File: src/rtl/dcs_map.svh
// Register offsets, field positions and reset values of the clock-stop control block
`ifndef DCS_MAP_SVH
`define DCS_MAP_SVH
`define DCS_OFF_DOWN 8'h86
`define DCS_OFF_UP 8'h87
`define DCS_OFF_INTR 8'h88
`define DCS_OFF_RSVD 8'h89
`define DCS_OFF_GFX 8'h8A
`define DCS_REG_RESET 8'h00
`define DCS_BIT_DOWN 0
`define DCS_BIT_UP0 0
`define DCS_BIT_UP1 1
`define DCS_BIT_UP2 2
`define DCS_BIT_UP3 3
`define DCS_BIT_INTR_RP 1
`define DCS_BIT_INTR_SLOW 0
`define DCS_BIT_GFX_TYP 7
`define DCS_BIT_GFX_PRI 6
`define DCS_BIT_GFX_RD 5
`define DCS_UP_MASK 8'h0F
`define DCS_INTR_MASK 8'h03
`define DCS_GFX_MASK 8'hE0
`define DCS_DOWN_MASK 8'h01
`define DCS_ROOT_PORT_MHZ 250
`endif

File: src/rtl/dcs_pkg.sv
// Types shared by the clock-stop control block
package dcs_pkg;
    // Number of root ports
    localparam int DCS_PORTS = 4;
    // Gated clock index order on the enable outputs
    typedef enum logic [3:0] {
        DCS_CK_DOWN = 4'h0,
        DCS_CK_UP0 = 4'h1,
        DCS_CK_UP1 = 4'h2,
        DCS_CK_UP2 = 4'h3,
        DCS_CK_UP3 = 4'h4,
        DCS_CK_INTR_RP = 4'h5,
        DCS_CK_INTR_SLOW = 4'h6,
        DCS_CK_GFX_TYP = 4'h7,
        DCS_CK_GFX_PRI = 4'h8,
        DCS_CK_GFX_RD = 4'h9
    } dcs_clk_idx_t;
    localparam int DCS_NCLK = 10;
    // Registered state of the block
    typedef struct packed {
        logic [7:0] down_ctl;
        logic [7:0] up_ctl;
        logic [7:0] intr_ctl;
        logic [7:0] gfx_ctl;
        logic [7:0] rd_data;
        logic [9:0] clk_run;
    } dcs_state_t;
endpackage : dcs_pkg

File: src/rtl/dcs_gate.sv
// Dynamic clock-stop enable logic with its configuration registers
`timescale 1ns/1ps
`include "dcs_map.svh"
module dcs_gate (
    input wire logic clk_in,
    input wire logic reset_n_in,
    input wire logic [7:0] cfg_addr_in,
    input wire logic [7:0] cfg_wdata_in,
    input wire logic cfg_wr_in,
    input wire logic cfg_rd_in,
    output logic [7:0] cfg_rdata_out,
    input wire logic global_stop_enable_in,
    input wire logic traffic_unit_stop_enable_in,
    input wire logic intr_unit_stop_enable_in,
    input wire logic gfx_mem_unit_stop_enable_in,
    input wire logic down_busy_in,
    input wire logic [dcs_pkg::DCS_PORTS-1:0] up_busy_in,
    input wire logic intr_event_in,
    input wire logic slow_pending_in,
    input wire logic gfx_typ_req_in,
    input wire logic gfx_pri_req_in,
    input wire logic mem_rd_return_in,
    output logic [dcs_pkg::DCS_NCLK-1:0] clk_run_out
);
    import dcs_pkg::*;

    // Present and next state
    dcs_state_t st;
    dcs_state_t next_st;
    // Per-clock stop permission and idle indication
    logic [DCS_NCLK-1:0] stop_ok;
    logic [DCS_NCLK-1:0] idle;
    // Level-1 enable per clock, unit enable only; the global bit is and-ed in the stop term
    logic [DCS_NCLK-1:0] lvl1;
    // Local enable bit per clock
    logic [DCS_NCLK-1:0] local_en;

    // Collect local bits, unit enables and idle terms per clock
    always_comb begin
        lvl1 = {DCS_NCLK{1'b0}};
        lvl1[DCS_CK_DOWN] = traffic_unit_stop_enable_in;
        lvl1[DCS_CK_UP0] = traffic_unit_stop_enable_in;
        lvl1[DCS_CK_UP1] = traffic_unit_stop_enable_in;
        lvl1[DCS_CK_UP2] = traffic_unit_stop_enable_in;
        lvl1[DCS_CK_UP3] = traffic_unit_stop_enable_in;
        // root-port clock also serves interrupt unit
        lvl1[DCS_CK_INTR_RP] = intr_unit_stop_enable_in;
        lvl1[DCS_CK_INTR_SLOW] = intr_unit_stop_enable_in;
        lvl1[DCS_CK_GFX_TYP] = gfx_mem_unit_stop_enable_in;
        lvl1[DCS_CK_GFX_PRI] = gfx_mem_unit_stop_enable_in;
        lvl1[DCS_CK_GFX_RD] = gfx_mem_unit_stop_enable_in;
        local_en[DCS_CK_DOWN] = st.down_ctl[`DCS_BIT_DOWN];
        // one upstream bit per root port
        local_en[DCS_CK_UP0] = st.up_ctl[`DCS_BIT_UP0];
        local_en[DCS_CK_UP1] = st.up_ctl[`DCS_BIT_UP1];
        local_en[DCS_CK_UP2] = st.up_ctl[`DCS_BIT_UP2];
        local_en[DCS_CK_UP3] = st.up_ctl[`DCS_BIT_UP3];
        local_en[DCS_CK_INTR_RP] = st.intr_ctl[`DCS_BIT_INTR_RP];
        local_en[DCS_CK_INTR_SLOW] = st.intr_ctl[`DCS_BIT_INTR_SLOW];
        local_en[DCS_CK_GFX_TYP] = st.gfx_ctl[`DCS_BIT_GFX_TYP];
        local_en[DCS_CK_GFX_PRI] = st.gfx_ctl[`DCS_BIT_GFX_PRI];
        local_en[DCS_CK_GFX_RD] = st.gfx_ctl[`DCS_BIT_GFX_RD];
        // Idle conditions of each path
        idle[DCS_CK_DOWN] = ~down_busy_in;
        idle[DCS_CK_UP0] = ~up_busy_in[0];
        idle[DCS_CK_UP1] = ~up_busy_in[1];
        idle[DCS_CK_UP2] = ~up_busy_in[2];
        idle[DCS_CK_UP3] = ~up_busy_in[3];
        idle[DCS_CK_INTR_RP] = ~intr_event_in;
        idle[DCS_CK_INTR_SLOW] = ~slow_pending_in;
        idle[DCS_CK_GFX_TYP] = ~gfx_typ_req_in;
        idle[DCS_CK_GFX_PRI] = ~gfx_pri_req_in;
        idle[DCS_CK_GFX_RD] = ~mem_rd_return_in;
    end

    // One stop term per gated clock
    genvar gi;
    generate
        for (gi = 0; gi < DCS_NCLK; gi++) begin : g_stop
            assign stop_ok[gi] = global_stop_enable_in & lvl1[gi] & local_en[gi] & idle[gi];
        end
    endgenerate

    // Register writes, read data and clock run enables
    always_comb begin
        next_st = st;
        // run flag follows busy one cycle after it arrives
        next_st.clk_run = ~stop_ok;
        if (cfg_wr_in) begin
            unique case (cfg_addr_in)
                `DCS_OFF_DOWN: next_st.down_ctl = cfg_wdata_in & `DCS_DOWN_MASK;
                `DCS_OFF_UP: next_st.up_ctl = cfg_wdata_in & `DCS_UP_MASK;
                `DCS_OFF_INTR: next_st.intr_ctl = cfg_wdata_in & `DCS_INTR_MASK;
                `DCS_OFF_GFX: next_st.gfx_ctl = cfg_wdata_in & `DCS_GFX_MASK;
                // Reserved and unmapped bytes ignore writes
                default: begin
                end
            endcase
        end
        // Read data; reserved and unmapped read zero
        next_st.rd_data = `DCS_REG_RESET;
        if (cfg_rd_in) begin
            unique case (cfg_addr_in)
                `DCS_OFF_DOWN: next_st.rd_data = st.down_ctl;
                `DCS_OFF_UP: next_st.rd_data = st.up_ctl;
                `DCS_OFF_INTR: next_st.rd_data = st.intr_ctl;
                `DCS_OFF_GFX: next_st.rd_data = st.gfx_ctl;
                default: next_st.rd_data = `DCS_REG_RESET;
            endcase
        end
    end

    // State register; clocks run freely out of reset
    always_ff @(posedge clk_in or negedge reset_n_in) begin
        if (!reset_n_in) begin
            st.down_ctl <= `DCS_REG_RESET;
            st.up_ctl <= `DCS_REG_RESET;
            st.intr_ctl <= `DCS_REG_RESET;
            st.gfx_ctl <= `DCS_REG_RESET;
            st.rd_data <= `DCS_REG_RESET;
            st.clk_run <= {DCS_NCLK{1'b1}};
        end else begin
            st <= next_st;
        end
    end

    // Outputs straight from flops; the clock cell latches this on the low phase
    assign cfg_rdata_out = st.rd_data;
    assign clk_run_out = st.clk_run;

    // Restart lags the first busy cycle by one clock; the gate cell must cover that gap
    // global clear forces every clock running next cycle
    a_global_off_runs: assert property (@(posedge clk_in) disable iff (!reset_n_in)
        !global_stop_enable_in |=> &clk_run_out)
        else $error("clock stopped with global off");
    // a stopped downstream clock needs all its enables
    a_stop_needs_all: assert property (@(posedge clk_in) disable iff (!reset_n_in)
        !clk_run_out[DCS_CK_DOWN] |-> $past(global_stop_enable_in & traffic_unit_stop_enable_in
        & st.down_ctl[`DCS_BIT_DOWN])) else $error("downstream stopped without enables");
    // traffic unit clear frees its five clocks
    a_traffic_off_runs: assert property (@(posedge clk_in) disable iff (!reset_n_in)
        !traffic_unit_stop_enable_in |=> &clk_run_out[DCS_CK_UP3:DCS_CK_DOWN])
        else $error("traffic clock stopped with unit off");
    // interrupt unit clear frees both its clocks
    a_intr_off_runs: assert property (@(posedge clk_in) disable iff (!reset_n_in)
        !intr_unit_stop_enable_in |=> clk_run_out[DCS_CK_INTR_RP] && clk_run_out[DCS_CK_INTR_SLOW])
        else $error("intr clock stopped with unit off");
    // memory interface clear frees its three clocks
    a_gfx_off_runs: assert property (@(posedge clk_in) disable iff (!reset_n_in)
        !gfx_mem_unit_stop_enable_in |=> &clk_run_out[DCS_CK_GFX_RD:DCS_CK_GFX_TYP])
        else $error("memory clock stopped with unit off");
    // downstream stops when idle and enabled
    a_down_stops: assert property (@(posedge clk_in) disable iff (!reset_n_in)
        stop_ok[DCS_CK_DOWN] |=> !clk_run_out[DCS_CK_DOWN])
        else $error("downstream kept running");
    // downstream cycle keeps its clock running
    a_down_busy_runs: assert property (@(posedge clk_in) disable iff (!reset_n_in)
        down_busy_in |=> clk_run_out[DCS_CK_DOWN])
        else $error("downstream stopped while busy");
    // port 3 busy restarts its clock
    a_up3_busy_runs: assert property (@(posedge clk_in) disable iff (!reset_n_in)
        up_busy_in[3] |=> clk_run_out[DCS_CK_UP3])
        else $error("port 3 stopped while busy");
    // port 0 clock tied to its own bit
    a_up0_own_bit: assert property (@(posedge clk_in) disable iff (!reset_n_in)
        !clk_run_out[DCS_CK_UP0] |-> $past(st.up_ctl[`DCS_BIT_UP0] & !up_busy_in[0]))
        else $error("port 0 gated by wrong bit");
    // port 1 clock tied to its own bit
    a_up1_own_bit: assert property (@(posedge clk_in) disable iff (!reset_n_in)
        !clk_run_out[DCS_CK_UP1] |-> $past(st.up_ctl[`DCS_BIT_UP1] & !up_busy_in[1]))
        else $error("port 1 gated by wrong bit");
    // port 2 stops when idle and enabled
    a_up2_stops: assert property (@(posedge clk_in) disable iff (!reset_n_in)
        stop_ok[DCS_CK_UP2] |=> !clk_run_out[DCS_CK_UP2])
        else $error("port 2 kept running");
    // interrupt event keeps root-port clock running
    a_intr_rp_runs: assert property (@(posedge clk_in) disable iff (!reset_n_in)
        intr_event_in |=> clk_run_out[DCS_CK_INTR_RP])
        else $error("intr clock stopped on event");
    // pending work keeps slow clock running
    a_slow_runs: assert property (@(posedge clk_in) disable iff (!reset_n_in)
        slow_pending_in |=> clk_run_out[DCS_CK_INTR_SLOW])
        else $error("slow clock stopped");
    // slow clock stops when nothing is pending and all its enables are set
    a_slow_stops: assert property (@(posedge clk_in) disable iff (!reset_n_in)
        stop_ok[DCS_CK_INTR_SLOW] |=> !clk_run_out[DCS_CK_INTR_SLOW])
        else $error("slow clock kept running");
    // typical request keeps memory clock running
    a_typ_runs: assert property (@(posedge clk_in) disable iff (!reset_n_in)
        gfx_typ_req_in |=> clk_run_out[DCS_CK_GFX_TYP])
        else $error("typical clock stopped");
    // priority request keeps memory clock running
    a_pri_runs: assert property (@(posedge clk_in) disable iff (!reset_n_in)
        gfx_pri_req_in |=> clk_run_out[DCS_CK_GFX_PRI])
        else $error("priority clock stopped");
    // returning data keeps memory clock running
    a_rd_runs: assert property (@(posedge clk_in) disable iff (!reset_n_in)
        mem_rd_return_in |=> clk_run_out[DCS_CK_GFX_RD])
        else $error("read clock stopped");
    // write then read returns masked value
    a_reg_readback: assert property (@(posedge clk_in) disable iff (!reset_n_in)
        cfg_wr_in && cfg_addr_in == `DCS_OFF_UP ##1 cfg_rd_in && cfg_addr_in == `DCS_OFF_UP
        && !cfg_wr_in |=> cfg_rdata_out == ($past(cfg_wdata_in, 2) & `DCS_UP_MASK))
        else $error("upstream register readback wrong");

    // Main scenarios
    c_down_stop: cover property (@(posedge clk_in) disable iff (!reset_n_in)
        !clk_run_out[DCS_CK_DOWN] ##1 clk_run_out[DCS_CK_DOWN]);
    c_up3_stop: cover property (@(posedge clk_in) disable iff (!reset_n_in)
        !clk_run_out[DCS_CK_UP3]);
    c_intr_stop: cover property (@(posedge clk_in) disable iff (!reset_n_in)
        !clk_run_out[DCS_CK_INTR_RP] && !clk_run_out[DCS_CK_INTR_SLOW]);
    c_gfx_stop: cover property (@(posedge clk_in) disable iff (!reset_n_in)
        !clk_run_out[DCS_CK_GFX_RD]);
    // Read straight after a write
    c_readback: cover property (@(posedge clk_in) disable iff (!reset_n_in)
        cfg_wr_in ##1 cfg_rd_in ##1 cfg_rdata_out != `DCS_REG_RESET);
endmodule : dcs_gate

File: config.mk
export PLATFORM = sky130hd
export DESIGN_NAME = dcs_gate
export DESIGN_NICKNAME = d
export VERILOG_FILES = /design/src/rtl/dcs_pkg.sv /design/src/rtl/dcs_gate.sv
export VERILOG_INCLUDE_DIRS = /design/src /design/src/rtl
export SDC_FILE = /design/constraint.sdc
export NUM_CORES = 1
export LEC_CHECK = 0
export BUFFER_PORTS_ARGS = -buffer_cell sky130_fd_sc_hd__buf_2
export CAP_MARGIN = 0
export CORE_UTILIZATION = 28
export CTS_CLUSTER_SIZE = 16
export DETAILED_ROUTE_END_ITERATION = 12
export PLACE_DENSITY = 0.55
export SYNTH_ARGS = -nofsm -noshare
export SYNTH_HDL_FRONTEND = slang
export SYNTH_SLANG_ARGS = --single-unit
File: constraint.sdc
create_clock -name clk_in -period 1.6 [get_ports clk_in]
set_input_delay 0.16 -clock clk_in [delete_from_list [all_inputs] [get_ports clk_in]]
set_output_delay 0.16 -clock clk_in [all_outputs]
set_load 0.05 [all_outputs]
==> run summary, run 1 <==
status: complete, no violations
die area: 0.00422 mm²
CTS sink count: 27
mux contribution to synthesized area: 10.1%
# H-tree levels: 1
DRC violations left: 0
final hold vios: 0
initial antenna violation count: 0
R2R Path End: local_en[6]
Mapped Cells: 76
placed cell area: 0.00140 mm²
Synth Net Count: 110
Non-Filler Cell Area, Final: 0.00146 mm²
reg2reg path depth: 1
period utilisation layout: 74.9%
Tot GR Track Use: 11.2%
layout cells sized above 1: 55.9%
n_diodes: 0
detailed placement HPWL: 1830 µm
clock power share: 30.9%
worst path bufs/invs: 1
Syn-to-layout area delta: 31.6%
Clock Tree Buf Depth: 2
P per Cell Area: 813 mW/mm²
sequential area share after synthesis: 62.0%
xor/xnor cell area share of the yosys netlist: 0%
Cells after DPL: 170
final wirelength: 2260 µm
Final Max Tran Viols: 0
slowest stage cell, crit path: dfstp_2
first-pass GRT wire length: 3510 µm
worst-path cell chain: buf_2
Syn Area/Cell: 14.6 µm²
RSZ-0062 raised after global routing: false
Slew HR: 62.3%
worst hold start: intr_unit_stop_enable_in
Synth Warn #: 0
# port buffers: 49
critical path endpoint category: output pin
via count: 836
Ports: 52
Synth Cell Area: 0.00111 mm²
Synth Area in Adders: 0%
Worst-Skew Late Latency: 0.27 ns
Clock Root Buffer: clkbuf_8
CP startpoint kind: flip-flop
Final Critical Period: 1.20 ns
setup-violating endpoint count in the final report: 0
sequential fraction of design power: 59.7%
gr ovfl total: 0
HP Class: input pin to flip-flop
Sw Share: 22.2%
PostCTS Resize Cnt: 0
Gate power share: 9.5%
worst-margin pin slew: 0.566 ns
via/cell ratio: 4.78
RR Startpoint: local_en[6]
Die Span X: 65.0 µm
critical path class: flip-flop to output pin
fmax: 834 MHz
vias in the first global route: 775
Internal Dissipation: 924 µW
r2r setup slk: 0.77 ns
leading cell type in the layout, fill and taps excluded: buf_2
clock skew: 0.00903 ns
crit path DAT: 1.04 ns
Core Rows: 22
Final ANT Viol Nets: 0
Worst-path clk slew: 0.09 ns
routed len/inst: 12.9 µm
worst-path fanout max: 1
Sum Neg Setup Slack: 0 ns
CP required: 1.44 ns
Max Cap Viol: 0
leakage: 0.000718 µW
total CTS buffers: 3
hold path cells: 2
maximum vdd ir drop: 362 µV
CTS tree: done
most frequent cells in the layout: 49 x buf_2, 17 x dfrtp_1, 14 x nand4b_1, 10 x dfstp_2
Starting Density: 29.6%
non-filler cells, final: 175
Nets: 162
post-synthesis compound-gate area fraction: 1.69%
Psw: 264 µW
drt first-iter violations: 34
largest net degree at the start of global routing: 28
gpl congestion: 0.793
#FFs+latches synth: 27
count of different cell masters after synthesis: 21
Core ar.: 0.00374 mm²
Critical Path Max Stage Delay: 0.52 ns
family with the most delay on the worst path: flip-flops
DR pass1 iterations: 5
Min-Delay Endpoint: clk_run_out[6]
simple-gate area share of the yosys netlist: 24.1%
largest family of logic cells by synthesized area: simple AND/OR/NAND/NOR gates
Die Y: 65.0 µm
-- Yosys cell counts --
master | n | area [µm²]
and3_1 | 3 | 18.8
nand4_2 | 1 | 12.5
nand4_1 | 1 | 6.26
o211ai_1 | 1 | 7.51
dfrtp_1 | 17 | 425
mux2_1 | 5 | 56.3
nand3_1 | 1 | 5.00
clkbuf_1 | 3 | 11.3
a21oi_1 | 1 | 5.00
and3b_1 | 2 | 17.5
and4b_1 | 2 | 20.0
a31oi_1 | 1 | 6.26
buf_4 | 1 | 7.51
nor4b_4 | 1 | 23.8
nand3b_1 | 1 | 7.51
conb_1 | 1 | 3.75
nor3b_1 | 2 | 15.0
mux2_2 | 5 | 56.3
dfstp_2 | 10 | 263
and2_1 | 3 | 18.8
nand4b_1 | 14 | 123
-- how the worst max path moves through the flow --
stage                         from             end  slack [ns]  cells after the start
global placement    cfg_addr_in[5]     local_en[5]        0.25                      5
CTS                 clk_run_out[6]  clk_run_out[6]        0.39                      1
floorplan           cfg_addr_in[5]     local_en[7]        0.25                      3
detailed placement  cfg_addr_in[5]     local_en[5]        0.20                      5
global route        clk_run_out[2]  clk_run_out[2]        0.37                      1
finish              clk_run_out[6]  clk_run_out[6]        0.40                      1
-- state kept, by name (all words and copies together) (netlist names) --
| name | flops |
|---|---|
| clk_run_out | 10 |
| cfg_rdata_out | 7 |
| local_en | 10 |
-- power groups by stage --
stage,clock (µW),combinational (µW),sequential (µW)
global placement,0,109,721
detailed placement,0,113,721
finish,366,112,709
CTS,382,115,709
global route,402,125,711
floorplan,0,39.6,725
-- cell families (layout without fill, tap and decap cells) --
family                 after synthesis  count (layout)
AOI/OAI and AO/OA                    3               3
buffers and inverters                4              55
DFF                                 27              27
muxes                               10              10
other                                1               1
and+or+nand+nor                     31              31
-- metal layers --
layer | track usage [%] | wire, µm | vias up
met5 | 0 | 0 | -
met4 | 6.67 | 50 | 0
met3 | 2.29 | 211 | 4
met2 | 16.8 | 1010 | 39
met1 | 14.8 | 989 | 406
li1 | - | - | 387
-- metrics by stage --
stage | total power, µW | hold slack (ns) | utilization (%) | worst slack, ns
floorplan | 765 | -0.136 | - | 0.254
global placement | 830 | 0.181 | 37.5 | 0.251
detailed placement | 834 | 0.192 | 37.5 | 0.202
CTS | 1210 | 0.0731 | 39.0 | 0.388
global route | 1240 | 0.0757 | 39.0 | 0.366
finish | 1190 | 0.0774 | 39.0 | 0.401
-- layout make-up --
| type | instances | area, µm² |
|---|---|---|
| clock buffer | 3 | 41.3 |
| sequential | 27 | 688 |
| clock inverter | 1 | 5.00 |
| timing repair buffer | 51 | 263 |
| fill | 399 | 2280 |
| multi-input combinational | 45 | 403 |
| tap | 48 | 60.1 |
-- what timing repair did --
item / in CTS / in global routing
hold endpoints to repair: 17 / 0
buffers inserted: 0 / 0
hold buffers: 1 / 0
Note: power is estimated with default switching activity, not from simulation.
==> inputs of run 2 (changes only) <==
ABC_AREA = 1   (was not set)
PLACE_DENSITY = 0.56   (was 0.55)
clock period = 1.1 ns   (was 1.6 ns; I/O delays follow)
==> run summary, run 2 <==
final hold vios: 0
worst path bufs/invs: 1
Syn Area/Cell: 9.14 µm²
slowest stage cell, crit path: dfstp_2
first-pass GRT wire length: 4000 µm
DRC violations left: 0
crit path DAT: 0.96 ns
# port buffers: 49
Area contributors post-synth: dfrtp_1 37%, dfstp_2 23%, nand2_1 9.5%
Slew HR: 61.6%
gpl congestion: 0.725
via/cell ratio: 4.21
Worst-path clk slew: 0.08 ns
leading cell type in the layout, fill and taps excluded: buf_2
CP startpoint kind: flip-flop
CTS tree: done
fmax: 931 MHz
sequential area share after synthesis: 59.8%
Tot GR Track Use: 12.3%
simple-gate area share of the yosys netlist: 27.0%
Nets: 214
total CTS buffers: 3
Clock Tree Buf Depth: 2
detailed placement HPWL: 1900 µm
area share of the largest cell type after synthesis: 37.0%
CTS sink count: 27
Synth Area in Adders: 0%
die area: 0.00437 mm²
CP required: 0.99 ns
Final ANT Viol Nets: 0
Critical Path Max Stage Delay: 0.55 ns
Synth Net Count: 160
top cells by count, synth: 29 x nand2_1, 23 x inv_1, 17 x dfrtp_1
layout cells sized above 1: 39.1%
# H-tree levels: 1
Final Critical Period: 1.07 ns
HP Class: input pin to flip-flop
Mapped Cells: 126
Syn-to-layout area delta: 37.1%
Die Span X: 66.1 µm
gr ovfl total: 0
Ports: 52
Core Rows: 22
worst hold slack: 0.0313 ns
Synth Warn #: 0
count of different cell masters after synthesis: 19
mux contribution to synthesized area: 0%
Worst-Skew Late Latency: 0.26 ns
Die Y: 66.1 µm
largest net degree at the start of global routing: 28
initial antenna violation count: 0
DR pass1 iterations: 4
Starting Density: 30.3%
worst-margin pin slew: 0.576 ns
Setup WS pre-CTS: 0.0822 ns
Post-synth EDFFs: 0
Final Max Tran Viols: 0
vias in the first global route: 918
period utilisation layout: 97.6%
Core ar.: 0.00380 mm²
most frequent cells in the layout: 39 x buf_2, 29 x nand2_1, 23 x inv_1, 17 x dfrtp_1, 13 x nor2_1
#FFs+latches synth: 27
maximum vdd ir drop: 928 µV
post-synth top area cell: dfrtp_1
RSZ-0062 raised after global routing: true
worst-path cell chain: buf_8
worst-path fanout max: 1
post-route setup slack: 0.0261 ns
P per Cell Area: 1180 mW/mm²
setup-violating endpoint count in the final report: 0
critical path class: flip-flop to output pin
Async SR Flop Fraction: 100%
clock skew: 0.00106 ns
xor/xnor cell area share of the yosys netlist: 0%
top-count cell post-synth: nand2_1
Max Cap Viol: 0
status: complete, no violations
ys flop type: dfrtp_1
drt first-iter violations: 38
Synth Cell Area: 0.00115 mm²
Clock Root Buffer: clkbuf_8
routed len/inst: 10.6 µm
post-synthesis compound-gate area fraction: 4.78%
n_diodes: 0
via count: 955
final wirelength: 2420 µm
critical path endpoint category: output pin
family with the most delay on the worst path: flip-flops
leakage: 0.000856 µW
largest family of logic cells by synthesized area: simple AND/OR/NAND/NOR gates
==> run 2: cell count changes after synthesis, sizes merged, moves of 3 or more <==
cell / change
nand2: +32
inv: +23
nor2: +17
nand4b: -14
mux2: -10
o21ai: +9
nand3: +6
and2: -3
and3: -3
clkbuf: -3
nor3: +3
==> run 2: worst register-to-register path: stages, from the launching register on <==
cell and delay (ns):
dfrtp_1 0.39, nand3_1 0.09, nand3_1 0.08, nand2_1 0.06, inv_1 0.03
==> run 2: final timing paths <==
check / from / end / slack, ns / cells after the start
worst min register to register: local_en[9] / clk_run_out[9] / 0.47 / 1
worst max-delay path: clk_run_out[1] / clk_run_out[1] / 0.03 / 1
worst max register to register: local_en[6] / cfg_rdata_out[0] / 0.36 / 4
min in group asynchronous: reset_n_in / cfg_rdata_out[7] / 0.38 / 2
max in group asynchronous: reset_n_in / clk_run_out[0] / 0.34 / 2
worst min-delay path: up_busy_in[1] / clk_run_out[2] / 0.03 / 3
==> run 2: repair_timing <==
item                                   CTS  global route
buffers inserted                         0             0
setup endpoints to repair               10            10
resized for setup                       11            12
hold buffers                             1             0
endpoints found under the hold margin   17             0
==> run 2: cell families (layout without fill, tap and decap cells) <==
family | Yosys count | count (layout)
AOI/OAI and AO/OA | 11 | 11
buffers and inverters | 24 | 77
and+or+nand+nor | 63 | 63
DFF | 27 | 27
other | 1 | 1
==> run 2: metrics by stage <==
step           cell area, µm²  util (%)  instances  setup TNS (ns)  total power, µW
5_1_grt                  1580      41.5        227        -0.00510             1970
6_report                 1580      41.5        227               0             1860
4_1_cts                  1530      40.3        227               0             1880
3_5_place_dp             1450      38.1        222               0             1320
2_1_floorplan            1150         -        126               0             1210
3_3_place_gp             1450      38.1        222               0             1320
==> run 2: report_power, final <==
part	internal [µW]	total [µW]	switching (µW)	leakage, µW
clock	259	538	280	0.0000228
sequential	1040	1060	19.4	0.000305
combinational	102	266	165	0.000528
total	1400	1860	464	0.000856
==> run 2: per-layer routing <==
| layer | GRT usage, % | part of all wire [%] | routed length, µm |
|---|---|---|---|
| met3 | 4.31 | 8.8 | 213 |
| met1 | 15.6 | 45 | 1080 |
| met5 | 0 | 0 | 0 |
| met4 | 2.39 | 0.33 | 8 |
| met2 | 20.3 | 46 | 1110 |
==> run 2: final cells by class <==
class	instances	area, µm²
Fill cell	411	2220
Inverter	23	86.3
Timing Repair Buffer	50	329
Tap cell	48	60.1
Sequential cell	27	688
Clock buffer	4	45.0
Multi-Input combinational cell	75	369
==> inputs of run 3 (changes only) <==
CORE_UTILIZATION = 40   (was 28)
CTS_CLUSTER_SIZE = 14   (was 16)
PLACE_DENSITY = 0.74   (was 0.56)
SETUP_SLACK_MARGIN = 0.5   (was not set)
==> run summary, run 3 (synthesized netlist as in run 2, its figures left out) <==
CP required: 0.99 ns
Clock Tree Buf Depth: 2
Slew HR: 62.0%
leading cell type in the layout, fill and taps excluded: buf_2
P per Cell Area: 970 mW/mm²
Cells after DPL: 205
Ports: 52
clock skew: 0.00483 ns
Final Critical Period: 1.14 ns
initial antenna violation count: 0
Nets: 221
Final ANT Viol Nets: 0
CTS sink count: 27
die area: 0.00310 mm²
HP Class: input pin to async pin
DRC violations left: 0
DR pass1 iterations: 4
gr ovfl total: 0
routed len/inst: 12.7 µm
Critical Path Max Stage Delay: 0.57 ns
Core ar.: 0.00273 mm²
Sw Share: 27.7%
Core Rows: 19
Clock Root Buffer: clkbuf_4
Worst-path clk slew: 0.14 ns
Starting Density: 42.1%
sequential fraction of design power: 57.5%
gpl congestion: 0.724
status: finished with violations
setup-violating endpoint count in the final report: 10
Max Cap Viol: 0
slowest stage cell, crit path: dfstp_2
leakage: 0.000914 µW
# H-tree levels: 1
largest net degree at the start of global routing: 28
CTS tree: done
worst-margin pin slew: 0.571 ns
Die Y: 55.6 µm
drt first-iter violations: 17
non-filler cells, final: 217
Non-Filler Cell Area, Final: 0.00192 mm²
layout cells sized above 1: 65.6%
n_diodes: 0
worst path bufs/invs: 1
post-route setup slack: -0.0427 ns
worst-path cell chain: buf_8
period utilisation layout: 104%
worst-path fanout max: 1
Internal Dissipation: 1340 µW
placed cell area: 0.00149 mm²
worst hold slack: -0.237 ns
vias in the first global route: 1,070
critical path class: flip-flop to output pin
Worst-Skew Late Latency: 0.32 ns
fmax: 875 MHz
clock power share: 22.4%
total CTS buffers: 3
via count: 1,027
first-pass GRT wire length: 4400 µm
failing checks: hold timing, setup timing
critical path endpoint category: output pin
Final Max Tran Viols: 0
Die Span X: 55.6 µm
crit path DAT: 1.03 ns
final hold vios: 29
maximum vdd ir drop: 950 µV
Tot GR Track Use: 18.1%
family with the most delay on the worst path: flip-flops
via/cell ratio: 4.73
total chip power: 1860 µW
detailed placement HPWL: 1830 µm
CP startpoint kind: flip-flop
RSZ-0062 raised after global routing: true
# port buffers: 49
Syn-to-layout area delta: 66.5%
most frequent cells in the layout: 28 x buf_2, 26 x nand2_1, 15 x buf_8, 11 x inv_1
Gate power share: 20.1%
final wirelength: 2750 µm
Psw: 516 µW
-- run 3: final timing paths --
path	depth (start not counted)	to	slack, ns	startpoint
max	1	clk_run_out[0]	-0.04	clk_run_out[0]
min	1	local_en[1]	-0.24	reset_n_in
max reg2reg	3	local_en[6]	0.34	local_en[6]
min reg2reg	1	clk_run_out[8]	0.47	local_en[8]
max in group asynchronous	1	cfg_rdata_out[5]	0.93	reset_n_in
min in group clk_in	3	clk_run_out[0]	-0.03	down_busy_in
-- run 3: metrics by stage --
step                      setup TNS [ns]  setup slack [ns]  utilization, %
after floorplan                        0             0.310               -
after global placement                 0            0.0625            54.4
after detailed placement               0            0.0127            54.4
after CTS                         -0.335           -0.0441            64.7
after global routing              -0.607           -0.0661            70.1
final                             -0.314           -0.0427            70.1
-- run 3: layer usage --
| metal | global-route usage [%] | wire (µm) | part of all wire (%) |
|---|---|---|---|
| met1 | 21.1 | 1030 | 37 |
| met2 | 32.4 | 1530 | 56 |
| met3 | 3.72 | 152 | 5.5 |
| met4 | 7.50 | 39 | 1.4 |
| met5 | 0 | 0 | 0 |
-- run 3: final cells by class --
| class | count | area [µm²] |
|---|---|---|
| Timing Repair Buffer | 57 | 517 |
| Sequential cell | 27 | 697 |
| Fill cell | 206 | 817 |
| Multi-Input combinational cell | 75 | 518 |
| Clock buffer | 4 | 26.3 |
| Inverter | 23 | 120 |
| Tap cell | 31 | 38.8 |
-- run 3: power groups by stage --
| stage | sequential, µW | clock, µW | combinational [µW] |
|---|---|---|---|
| after floorplan | 1120 | 0 | 111 |
| after global placement | 1070 | 0 | 265 |
| after detailed placement | 1070 | 0 | 271 |
| after CTS | 1070 | 422 | 317 |
| after global routing | 1070 | 460 | 404 |
| final | 1070 | 417 | 374 |
-- run 3: what timing repair did --
| action | CTS | global route |
|---|---|---|
| pin swaps | 24 | 11 |
| gates resized for setup | 79 | 30 |
| hold endpoints to repair | 29 | 29 |
| buffers inserted | 3 | 5 |
| endpoints found under the setup margin | 42 | 42 |
